`src/shared/link_pkg.sv`:
```
// constants for the processor link board: register map, command bits, timing
// assumes a 200 MHz system clock
package link_pkg;
   localparam logic [7:0] ADDR_CMD     = 8'h00;
   localparam logic [7:0] ADDR_FD      = 8'h04;
   localparam logic [7:0] ADDR_FD_CLR  = 8'h08;
   localparam logic [7:0] ADDR_HD      = 8'h0c;
   localparam logic [7:0] ADDR_STATUS  = 8'h10;
   // command register bit positions
   localparam int CMD_IN_START  = 0;
   localparam int CMD_IN_CLEAR  = 1;
   localparam int CMD_OUT_CLEAR = 2;
   localparam int CMD_HD_CLAIM  = 3;
   localparam int CMD_HD_FREE   = 4;
   localparam int CMD_HD_DCLR   = 5;
   localparam int CMD_WD_ARM    = 6;
   localparam int CMD_WD_STOP   = 7;
   localparam int CMD_WD_KICK   = 8;
   localparam int CMD_WD_DCLR   = 9;
   localparam int WORD_W        = 16;
   localparam logic [1:0] WAIT_CYC = 2'h2;
   localparam logic [15:0] WORD_RST = 16'h0000;
   // watchdog interval
   localparam real WD_TIME_S    = 1.0;
   localparam real CLK_HZ       = 200.0e6;
   localparam int  WD_CYCLES    = int'(WD_TIME_S * CLK_HZ);
endpackage

```
`src/shared/flag_if.sv`:
```
// busy/done flag pair controls between the board top and its flag units
// assumes one clock domain
`timescale 1ns/1ps
`default_nettype none
interface flag_if;
   logic busy_set;
   logic busy_clr;
   logic done_set;
   logic done_clr;
   logic busy;
   logic done;
   modport ctl  (output busy_set, busy_clr, done_set, done_clr, input busy, done);
   modport unit (input busy_set, busy_clr, done_set, done_clr, output busy, done);
endinterface
`default_nettype wire

```
`src/flag_unit.sv`:
```
// one busy flag and one done flag; a set beats a clear in the same cycle
// assumes controls are single-cycle pulses from the board top
`timescale 1ns/1ps
`default_nettype none
module flag_unit
(
   input  wire logic clk_i,
   input  wire logic arst_n_i,
   flag_if.unit      f
);
   logic busy_q;
   logic done_q;
   logic next_busy;
   logic next_done;

   // set has priority so an event meeting a clear is kept
   always_comb
   begin
      next_busy = f.busy_set ? 1'b1 : (f.busy_clr ? 1'b0 : busy_q);
      next_done = f.done_set ? 1'b1 : (f.done_clr ? 1'b0 : done_q);
   end

   always_ff @(posedge clk_i or negedge arst_n_i)
   begin
      if (!arst_n_i)
      begin
         busy_q <= 1'b0;
         done_q <= 1'b0;
      end
      else
      begin
         busy_q <= next_busy;
         done_q <= next_done;
      end
   end

   assign f.busy = busy_q;
   assign f.done = done_q;
endmodule // flag_unit
`default_nettype wire

```
`src/link_board.sv`:
```
// processor link board: duplex word links, interlocked link, watchdog
// assumes the peer board runs on the same clock; cable inputs are synchronous
// Operation
// - four units: duplex sender, duplex receiver, interlocked link, watchdog; 16-bit
// - words go host bus, cable data lines, then peer host bus
// - each sender and receiver has its own 16-bit buffer
// - every unit has its own busy and done flag
// - flags react to both hosts' commands and both boards' flags
// - host sees status by interrupt and by reading flags
// - left or right role comes from a cable strap
// - all words are stored on the right board; left only gates
// - right buffers split by link type and direction
// - left board's own duplex buffering is off
// - right board holds interlocked busy flags for both hosts
// - role is visible to software in status bit 9
// - watchdog times one second and interrupts the surviving host
// - watchdog reports peer hardware or software failure
// - only one host owns the interlocked link at a time
// - duplex pair carries independent traffic both ways
// - initiate receive: busy 1, done 0; done rises when peer sending
// - read with clear zeroes input flags, releases peer sender
// - write start: out busy 1, done 0; peer input done set
`timescale 1ns/1ps
`default_nettype none
module link_board
   import link_pkg::*;
#(
   parameter int WD_LIMIT = link_pkg::WD_CYCLES
)
(
   input  wire logic        clk_i,
   input  wire logic        arst_n_i,
   input  wire logic        hsel_i,
   input  wire logic [31:0] haddr_i,
   input  wire logic [1:0]  htrans_i,
   input  wire logic        hwrite_i,
   input  wire logic [2:0]  hsize_i,
   input  wire logic [31:0] hwdata_i,
   input  wire logic        hready_i,
   output logic      [31:0] hrdata_o,
   output logic             hreadyout_o,
   output logic             hresp_o,
   input  wire logic        strap_left_i,
   input  wire logic [15:0] link_data_i,
   output logic      [15:0] link_data_o,
   output logic             link_data_oe_o,
   input  wire logic        link_wr_i,
   output logic             link_wr_o,
   input  wire logic        link_sel_i,
   output logic             link_sel_o,
   input  wire logic        link_out_clr_i,
   output logic             link_out_clr_o,
   input  wire logic        link_in_done_i,
   output logic             link_in_done_o,
   input  wire logic        link_hd_note_i,
   output logic             link_hd_note_o,
   input  wire logic        link_out_busy_i,
   output logic             link_out_busy_o,
   input  wire logic        link_in_busy_i,
   output logic             link_in_busy_o,
   input  wire logic [1:0]  link_hd_cmd_i,
   output logic      [1:0]  link_hd_cmd_o,
   input  wire logic [1:0]  link_hd_busy_i,
   output logic      [1:0]  link_hd_busy_o,
   input  wire logic        link_beat_i,
   output logic             link_beat_o,
   output logic             irq_o
);
   import link_pkg::*;

   flag_if fin ();
   flag_if fout ();
   flag_if fhd ();
   flag_if fwd ();

   logic        wd_expire;
   logic        role_left;
   logic        ph_act, ph_wr, next_act, next_wr;
   logic [7:0]  ph_addr, next_addr;
   logic [1:0]  ph_cnt, next_cnt;
   logic        do_wr, do_rd;
   logic [15:0] rx_fd, tx_fd, rx_hd, tx_hd;
   logic [15:0] next_rx_fd, next_tx_fd, next_rx_hd, next_tx_hd;
   logic        wr_seen;
   logic [1:0]  lw_cnt, next_lw_cnt;
   logic        lw_hd, next_lw_hd;
   logic [1:0]  hd_own, next_hd_own;
   logic [15:0] cmd;
   logic        hd_mine;
   logic [15:0] rd_word;
   logic [31:0] next_rdata;

   flag_unit u_in   (.clk_i(clk_i), .arst_n_i(arst_n_i), .f(fin));
   flag_unit u_out  (.clk_i(clk_i), .arst_n_i(arst_n_i), .f(fout));
   flag_unit u_hd   (.clk_i(clk_i), .arst_n_i(arst_n_i), .f(fhd));
   flag_unit u_wd   (.clk_i(clk_i), .arst_n_i(arst_n_i), .f(fwd));

   // watchdog counts only while its busy flag says armed
   wd_timer #(.LIMIT(WD_LIMIT)) u_wdt
   (
      .clk_i    (clk_i),
      .arst_n_i (arst_n_i),
      .armed_i  (fwd.busy),
      .kick_i   (link_beat_i),
      .expire_o (wd_expire)
   );

   // bus front end: fixed wait so a left board sees the right board's word
   always_comb
   begin
      next_act  = ph_act;
      next_wr   = ph_wr;
      next_addr = ph_addr;
      next_cnt  = ph_cnt;
      if (ph_act && ph_cnt != 2'h0)
         next_cnt = ph_cnt - 2'h1;
      else if (hsel_i && htrans_i[1] && hready_i)
      begin
         next_act  = 1'b1;
         next_wr   = hwrite_i;
         next_addr = haddr_i[7:0];
         next_cnt  = WAIT_CYC;
      end
      else
         next_act = 1'b0;
   end

   assign do_wr = ph_act && ph_cnt == 2'h1 && ph_wr;
   assign do_rd = ph_act && ph_cnt == 2'h1 && !ph_wr;
   assign cmd   = do_wr && ph_addr == ADDR_CMD ? hwdata_i[15:0] : 16'h0000;

   always_ff @(posedge clk_i or negedge arst_n_i)
   begin
      if (!arst_n_i)
      begin
         ph_act      <= 1'b0;
         ph_wr       <= 1'b0;
         ph_addr     <= 8'h00;
         ph_cnt      <= 2'h0;
         hreadyout_o <= 1'b1;
         hrdata_o    <= 32'h0000_0000;
         role_left   <= 1'b0;
         hresp_o     <= 1'b0;
      end
      else
      begin
         ph_act      <= next_act;
         ph_wr       <= next_wr;
         ph_addr     <= next_addr;
         ph_cnt      <= next_cnt;
         hreadyout_o <= !(next_act && next_cnt != 2'h0);
         hrdata_o    <= next_rdata;
         role_left   <= strap_left_i;
         hresp_o     <= 1'b0; // every answer is OKAY
      end
   end

   // left reads the cable, right reads its own buffers; same map for both
   always_comb
   begin
      rd_word = 16'h0000;
      case (ph_addr)
         ADDR_FD, ADDR_FD_CLR: rd_word = role_left ? link_data_i : rx_fd;
         ADDR_HD:              rd_word = role_left ? link_data_i : rx_hd;
         ADDR_STATUS:          rd_word = {6'h00, role_left, fwd.done, fwd.busy,
                                          !hd_mine && (role_left ? |link_hd_busy_i : |hd_own),
                                          fhd.done, hd_mine, fout.done, fout.busy,
                                          fin.done, fin.busy};
         default:              rd_word = 16'h0000;
      endcase
      next_rdata = do_rd ? {16'h0000, rd_word} : hrdata_o;
   end

   assign hd_mine = role_left ? link_hd_busy_i[0] : hd_own[1];

   // flag controls: local commands, the peer's pulses and levels, watchdog expiry
   always_comb
   begin
      fin.busy_set  = cmd[CMD_IN_START];
      fin.busy_clr  = cmd[CMD_IN_CLEAR] || (do_rd && ph_addr == ADDR_FD_CLR);
      fin.done_set  = (fin.busy && link_out_busy_i && !fin.busy_clr)
                      || (fin.busy && link_in_done_i);
      fin.done_clr  = fin.busy_set || fin.busy_clr;
      fout.busy_set = do_wr && ph_addr == ADDR_FD;
      fout.busy_clr = cmd[CMD_OUT_CLEAR] || link_out_clr_i;
      fout.done_set = link_out_clr_i && fout.busy;
      fout.done_clr = fout.busy_set || cmd[CMD_OUT_CLEAR] || link_out_clr_i;
      fhd.busy_set  = 1'b0;
      fhd.busy_clr  = 1'b0;
      fhd.done_set  = link_hd_note_i;
      fhd.done_clr  = cmd[CMD_HD_DCLR];
      fwd.busy_set  = cmd[CMD_WD_ARM];
      fwd.busy_clr  = cmd[CMD_WD_STOP] || wd_expire;
      fwd.done_set  = wd_expire;
      fwd.done_clr  = cmd[CMD_WD_DCLR];
   end

   // right-board buffers; left drives cable words in a two-cycle strobe
   always_comb
   begin
      next_rx_fd  = rx_fd;
      next_tx_fd  = tx_fd;
      next_rx_hd  = rx_hd;
      next_tx_hd  = tx_hd;
      next_lw_cnt = lw_cnt == 2'h0 ? 2'h0 : lw_cnt - 2'h1;
      next_lw_hd  = lw_hd;
      if (!role_left && link_wr_i && wr_seen)
      begin
         if (link_sel_i)
            next_rx_hd = link_data_i;
         else
            next_rx_fd = link_data_i;
      end
      if (do_wr && (ph_addr == ADDR_FD || (ph_addr == ADDR_HD && hd_mine)))
      begin
         if (role_left)
         begin
            next_lw_cnt = 2'h2;
            next_lw_hd  = ph_addr == ADDR_HD;
         end
         else if (ph_addr == ADDR_HD)
            next_tx_hd = hwdata_i[15:0];
         else
            next_tx_fd = hwdata_i[15:0];
      end
   end

   // interlocked ownership lives on the right board only
   always_comb
   begin
      next_hd_own = hd_own;
      if (!role_left)
      begin
         if (cmd[CMD_HD_CLAIM] && !hd_own[0])
            next_hd_own[1] = 1'b1;
         else if (link_hd_cmd_i[0] && !hd_own[1])
            next_hd_own[0] = 1'b1;
         if (cmd[CMD_HD_FREE])
            next_hd_own[1] = 1'b0;
         if (link_hd_cmd_i[1])
            next_hd_own[0] = 1'b0;
      end
   end

   always_ff @(posedge clk_i or negedge arst_n_i)
   begin
      if (!arst_n_i)
      begin
         rx_fd <= WORD_RST;
         tx_fd <= WORD_RST;
         rx_hd <= WORD_RST;
         tx_hd <= WORD_RST;
         lw_cnt <= 2'h0;
         lw_hd <= 1'b0;
         hd_own <= 2'h0;
         wr_seen <= 1'b0;
      end
      else
      begin
         rx_fd <= next_rx_fd;
         tx_fd <= next_tx_fd;
         rx_hd <= next_rx_hd;
         tx_hd <= next_tx_hd;
         lw_cnt <= next_lw_cnt;
         lw_hd <= next_lw_hd;
         hd_own <= next_hd_own;
         wr_seen <= link_wr_i;
      end
   end

   // cable outputs, all registered; right drives unless left is writing
   always_ff @(posedge clk_i or negedge arst_n_i)
   begin
      if (!arst_n_i)
      begin
         link_data_o     <= WORD_RST;
         link_data_oe_o  <= 1'b0;
         link_wr_o       <= 1'b0;
         link_sel_o      <= 1'b0;
         link_out_clr_o  <= 1'b0;
         link_in_done_o  <= 1'b0;
         link_hd_note_o  <= 1'b0;
         link_out_busy_o <= 1'b0;
         link_in_busy_o  <= 1'b0;
         link_hd_cmd_o   <= 2'h0;
         link_hd_busy_o  <= 2'h0;
         link_beat_o     <= 1'b0;
         irq_o           <= 1'b0;
      end
      else
      begin
         if (role_left)
         begin
            link_data_o    <= do_wr ? hwdata_i[15:0] : link_data_o;
            link_data_oe_o <= lw_cnt == 2'h2;
            link_wr_o      <= next_lw_cnt != 2'h0;
            link_sel_o     <= (next_act && next_cnt == WAIT_CYC) ? next_addr == ADDR_HD
                              : (next_lw_cnt != 2'h0 ? next_lw_hd : link_sel_o);
         end
         else
         begin
            link_data_o    <= link_sel_i ? tx_hd : tx_fd;
            link_data_oe_o <= !link_wr_i;
            link_wr_o      <= 1'b0;
            link_sel_o     <= 1'b0;
         end
         link_out_clr_o  <= fin.busy_clr || (fin.busy_set && fin.busy);
         link_in_done_o  <= fout.busy_set;
         link_hd_note_o  <= do_wr && ph_addr == ADDR_HD && hd_mine;
         link_out_busy_o <= next_out_busy();
         link_in_busy_o  <= fin.busy;
         link_hd_cmd_o   <= role_left ? {cmd[CMD_HD_FREE], cmd[CMD_HD_CLAIM]} : 2'h0;
         link_hd_busy_o  <= role_left ? 2'h0 : {hd_own[1], hd_own[0]};
         link_beat_o     <= cmd[CMD_WD_KICK];
         irq_o           <= fin.done || fout.done || fhd.done || fwd.done;
      end
   end

   function automatic logic next_out_busy();
      next_out_busy = fout.busy_set || (fout.busy && !fout.busy_clr);
   endfunction
endmodule // link_board
`default_nettype wire

```
`src/wd_timer.sv`:
```
// watchdog counter: expires when armed and no peer heartbeat within the limit
// assumes kick is a pulse from the peer board
`timescale 1ns/1ps
`default_nettype none
module wd_timer
#(
   parameter int LIMIT = 200000000
)
(
   input  wire logic clk_i,
   input  wire logic arst_n_i,
   input  wire logic armed_i,
   input  wire logic kick_i,
   output logic      expire_o
);
   logic [31:0] cnt;
   logic [31:0] next_cnt;
   logic        next_exp;

   // counter restarts on every heartbeat and while disarmed
   always_comb
   begin
      next_exp = 1'b0;
      next_cnt = cnt;
      if (!armed_i || kick_i)
         next_cnt = 32'h0000_0000;
      else if (cnt == 32'(LIMIT - 1))
      begin
         next_exp = 1'b1;
         next_cnt = 32'h0000_0000;
      end
      else
         next_cnt = cnt + 32'h0000_0001;
   end

   always_ff @(posedge clk_i or negedge arst_n_i)
   begin
      if (!arst_n_i)
      begin
         cnt      <= 32'h0000_0000;
         expire_o <= 1'b0;
      end
      else
      begin
         cnt      <= next_cnt;
         expire_o <= next_exp;
      end
   end
endmodule // wd_timer
`default_nettype wire
```
`config.mk`:
```
export PLATFORM = sky130hd
export DESIGN_NAME = link_board
export DESIGN_NICKNAME = d
export VERILOG_FILES = /design/src/shared/link_pkg.sv /design/src/shared/flag_if.sv /design/src/flag_unit.sv /design/src/link_board.sv /design/src/wd_timer.sv
export SDC_FILE = /design/constraint.sdc
export NUM_CORES = 1
export LEC_CHECK = 0
export BUFFER_PORTS_ARGS = -buffer_cell sky130_fd_sc_hd__buf_4
export CAP_MARGIN = 20
export CORE_ASPECT_RATIO = 0.6
export CORE_MARGIN = 10
export CORE_UTILIZATION = 45
export DETAILED_ROUTE_END_ITERATION = 10
export MAX_ROUTING_LAYER = met4
export PLACE_DENSITY = 0.78
export SYNTH_ARGS = -nofsm -noshare
export SYNTH_HDL_FRONTEND = slang
export SYNTH_SLANG_ARGS = --single-unit
export TNS_END_PERCENT = 1
```
`constraint.sdc`:
```
create_clock -name clk_i -period 4.6 [get_ports clk_i]
set_input_delay 0.46 -clock clk_i [delete_from_list [all_inputs] [get_ports clk_i]]
set_output_delay 0.46 -clock clk_i [all_outputs]
set_load 0.01 [all_outputs]
```
==> flow_metrics.tcl <==
set metrics [dict create \
    crit_path_start_kind "flip-flop" \
    grt_max_degree 108 \
    initial_utilization_pct 46.1 \
    num_io_pins 167 \
    ant_nets 0 \
    status "finished, final reports clean" \
    setup_violations 0 \
    finalWirelength_mm 20.2 \
    cts.hold.buffers_added 0 \
    place_congestion 0.829 \
    ys_ff_latch 170 \
    core_um2 17200 \
    die_w_um 191 \
    cts_tree "done" \
    insertion_delay_ns 0.42 \
    maxCapViolations 0 \
    die-area_um2 23500 \
    viasPerCell 5.49 \
    required_ns 4.86 \
    fin_area_um2 9410 \
    internal_power_mw 2.87 \
    cts-buffers-inserted 17 \
    fin_tns_setup_ns 0 \
    path_max_fanout 27 \
    p_leak_nw 4.21 \
    design_power_total_mw 4.11 \
    max_freq_mhz 359 \
    async_reset_ff_share_pct 100 \
    cts.path.max_buffers 2 \
    antenna_found_initial 0 \
    finalCritPeriodShare_pct 60.6 \
    cp_top_family "simple AND/OR/NAND/NOR gates" \
    synth_area_um2 7910 \
    yosysSeqAreaShare_pct 53.8 \
    utilization_pct 54.8 \
    slew-limit-headroom_pct 29.7 \
    cp_slowest_stage_delay_ns 0.76 \
    fin_skew_ns 0.0150 \
    crit_path_cell_trace "or4b_2 > nor4_1 > nand4_1 > nand2_1 > nor2_1" \
    cts_max_level 4 \
    pwr-share-clk_pct 35.7 \
    synthToLayoutAreaGrowth_pct 19.0 \
    seqPwrFrac_pct 45.3 \
    cts_sinks 170 \
    post_cts.repair.setup_buffers 0 \
    end_kind "flip-flop" \
    drc 0 \
    synth_cell_types 62 \
    stdcell_count 1053 \
    p_sw_share_pct 30.2 \
    cp.arrival_ns 3.04 \
    synth_edf_count 0 \
    nets 912 \
    p_sw_mw 1.24 \
    tightest_slew_ns 1.05 \
    p_comb_share_pct 19.0 \
    path_buf_inv 0 \
    hold_class "input pin to async pin" \
    postPlaceCellArea_um2 8810 \
    period_minus_slack_ns 2.79 \
    grt_pass1_wl_mm 32.4 \
    wire_per_inst_um 19.2 \
    hold_viol 0 \
    worst-setup-path-type "flip-flop to flip-flop" \
    drt_pass1_iterations 5 \
    die_h_um 123 \
    clock-root-buffer "clkbuf_16" \
    via_count 5776 \
    diodes 0 \
    cellPowerDensity_nw_per_um2 437 \
    critical-path-slowest-cell "nand2_1" \
    ys.flop_type "dfrtp_1" \
    grt_pass1_vias 5936 \
    port_buffers 104 \
    cts_resized 0 \
    rsz0062_at_grt "no" \
    synthCells 714 \
    dp_hpwl_mm 14.1 \
    overflow 0 \
    layout_common_cells "dfrtp_1, buf_4, mux2_2" \
    ir_drop_mv 0.326 \
    final_common_cell "dfrtp_1" \
    drtIter0Drc 468 \
    clk_pin_slew_ns 0.07 \
    rows 37 \
    layout-drive-gt1-share_pct 29.4 \
    ys_warn_count 0 \
    synth.avg_cell_area_um2 11.1 \
    place_inst 1021 \
    drv_slew 0 \
    grtUsageTotal_pct 17.9 \
]
[power groups by stage]
stage,Clock [mW],Sequential [mW],Combinational (mW)
3_3_place_gp,0,1.88,0.757
3_5_place_dp,0,1.88,0.779
6_report,1.47,1.86,0.780
4_1_cts,1.50,1.86,0.787
5_1_grt,1.57,1.89,0.864
2_1_floorplan,0,1.82,0.562
[worst register-to-register path, cell delays in order (launching register included)]
cell     delay [ns]
dfrtp_1        0.42
or4b_2         0.68
nor4_1         0.38
nand4_1        0.26
nand2_1        0.76
nor2_1         0.13
[cells in the mapped netlist, types with 11 or more instances]
| master | count | share of area, % |
|---|---|---|
| dfrtp_1 | 169 | 53 |
| mux2_2 | 80 | 11 |
| nand2_1 | 75 | 3.6 |
| nor2_1 | 46 | 2.2 |
| nor2b_1 | 25 | 2.0 |
| clkbuf_1 | 24 | 1.1 |
| nand3_1 | 21 | 1.3 |
| o21ai_0 | 20 | 1.3 |
| a31oi_1 | 19 | 1.5 |
| a22oi_1 | 17 | 1.6 |
| buf_4 | 17 | 1.6 |
| xor2_1 | 17 | 1.9 |
| a211oi_1 | 16 | 1.5 |
| nand4_1 | 12 | 0.95 |
| a21oi_1 | 11 | 0.70 |
| o211ai_1 | 11 | 1.0 |
[sequential cells by signal, summed over array words and instances, names as in the netlist, 2 cells and up]
name            cells
u_wdt.cnt          32
hrdata_o           16
link_data_o        16
rx_fd              16
rx_hd              16
tx_fd              16
tx_hd              16
ph_addr             8
hd_own              2
link_hd_busy_o      2
link_hd_cmd_o       2
lw_cnt              2
ph_cnt              2
[per-stage QoR]
| stage | hold slack [ns] | setup WS (ns) |
|---|---|---|
| after global placement | 0.454 | 1.90 |
| after CTS | 0.127 | 1.84 |
| after detailed placement | 0.479 | 1.86 |
| after global routing | 0.121 | 1.59 |
| after floorplan | 0.164 | 2.26 |
| final | 0.103 | 1.81 |
[final timing paths]
kind / startpoint / end / slack [ns] / cells after the start
worst max-delay path: u_wdt.cnt[20] / u_wdt.cnt[30] / 1.81 / 5
worst min-delay path: arst_n_i / u_wdt.cnt[17] / 0.10 / 1
worst max register to register: u_wdt.cnt[20] / u_wdt.cnt[30] / 1.81 / 5
worst min register to register: u_in.f.busy / link_in_busy_o / 0.49 / 0
max in group asynchronous: arst_n_i / hreadyout_o / 3.36 / 2
min in group clk_i: strap_left_i / role_left / 0.14 / 1
[per-layer routing]
layer  up-vias  track usage (%)  wire length [µm]  share of wire (%)
met2       171             25.3              8920                 44
met4         0             3.01               100               0.50
met1      2888             25.7              9990                 50
met3         8             4.36              1160                5.7
met5         -                -                 0                  0
li1       2709                -                 -                  -
[layout make-up]
| class | count | area, µm² |
|---|---|---|
| multi-input cells | 496 | 3380 |
| inverters | 9 | 33.8 |
| repair buffers | 112 | 842 |
| clock buffers | 18 | 429 |
| well taps | 234 | 293 |
| clock inverters | 14 | 176 |
| fillers | 1466 | 7760 |
| flip-flops and latches | 170 | 4260 |
[cell families (layout without fill, tap and decap cells)]
logic type | after synthesis | after routing | synth area share [%]
compound gates | 131 | 131 | 11.4
xor+xnor | 26 | 26 | 2.88
fa+ha+maj | 3 | 3 | 0.475
buf+inv | 64 | 153 | 4.27
flops | 170 | 170 | 53.8
mux | 83 | 83 | 11.8
other cells | 1 | 17 | 0.0474
simple gates | 236 | 236 | 15.4
Note: power is estimated with default switching activity, not from simulation.
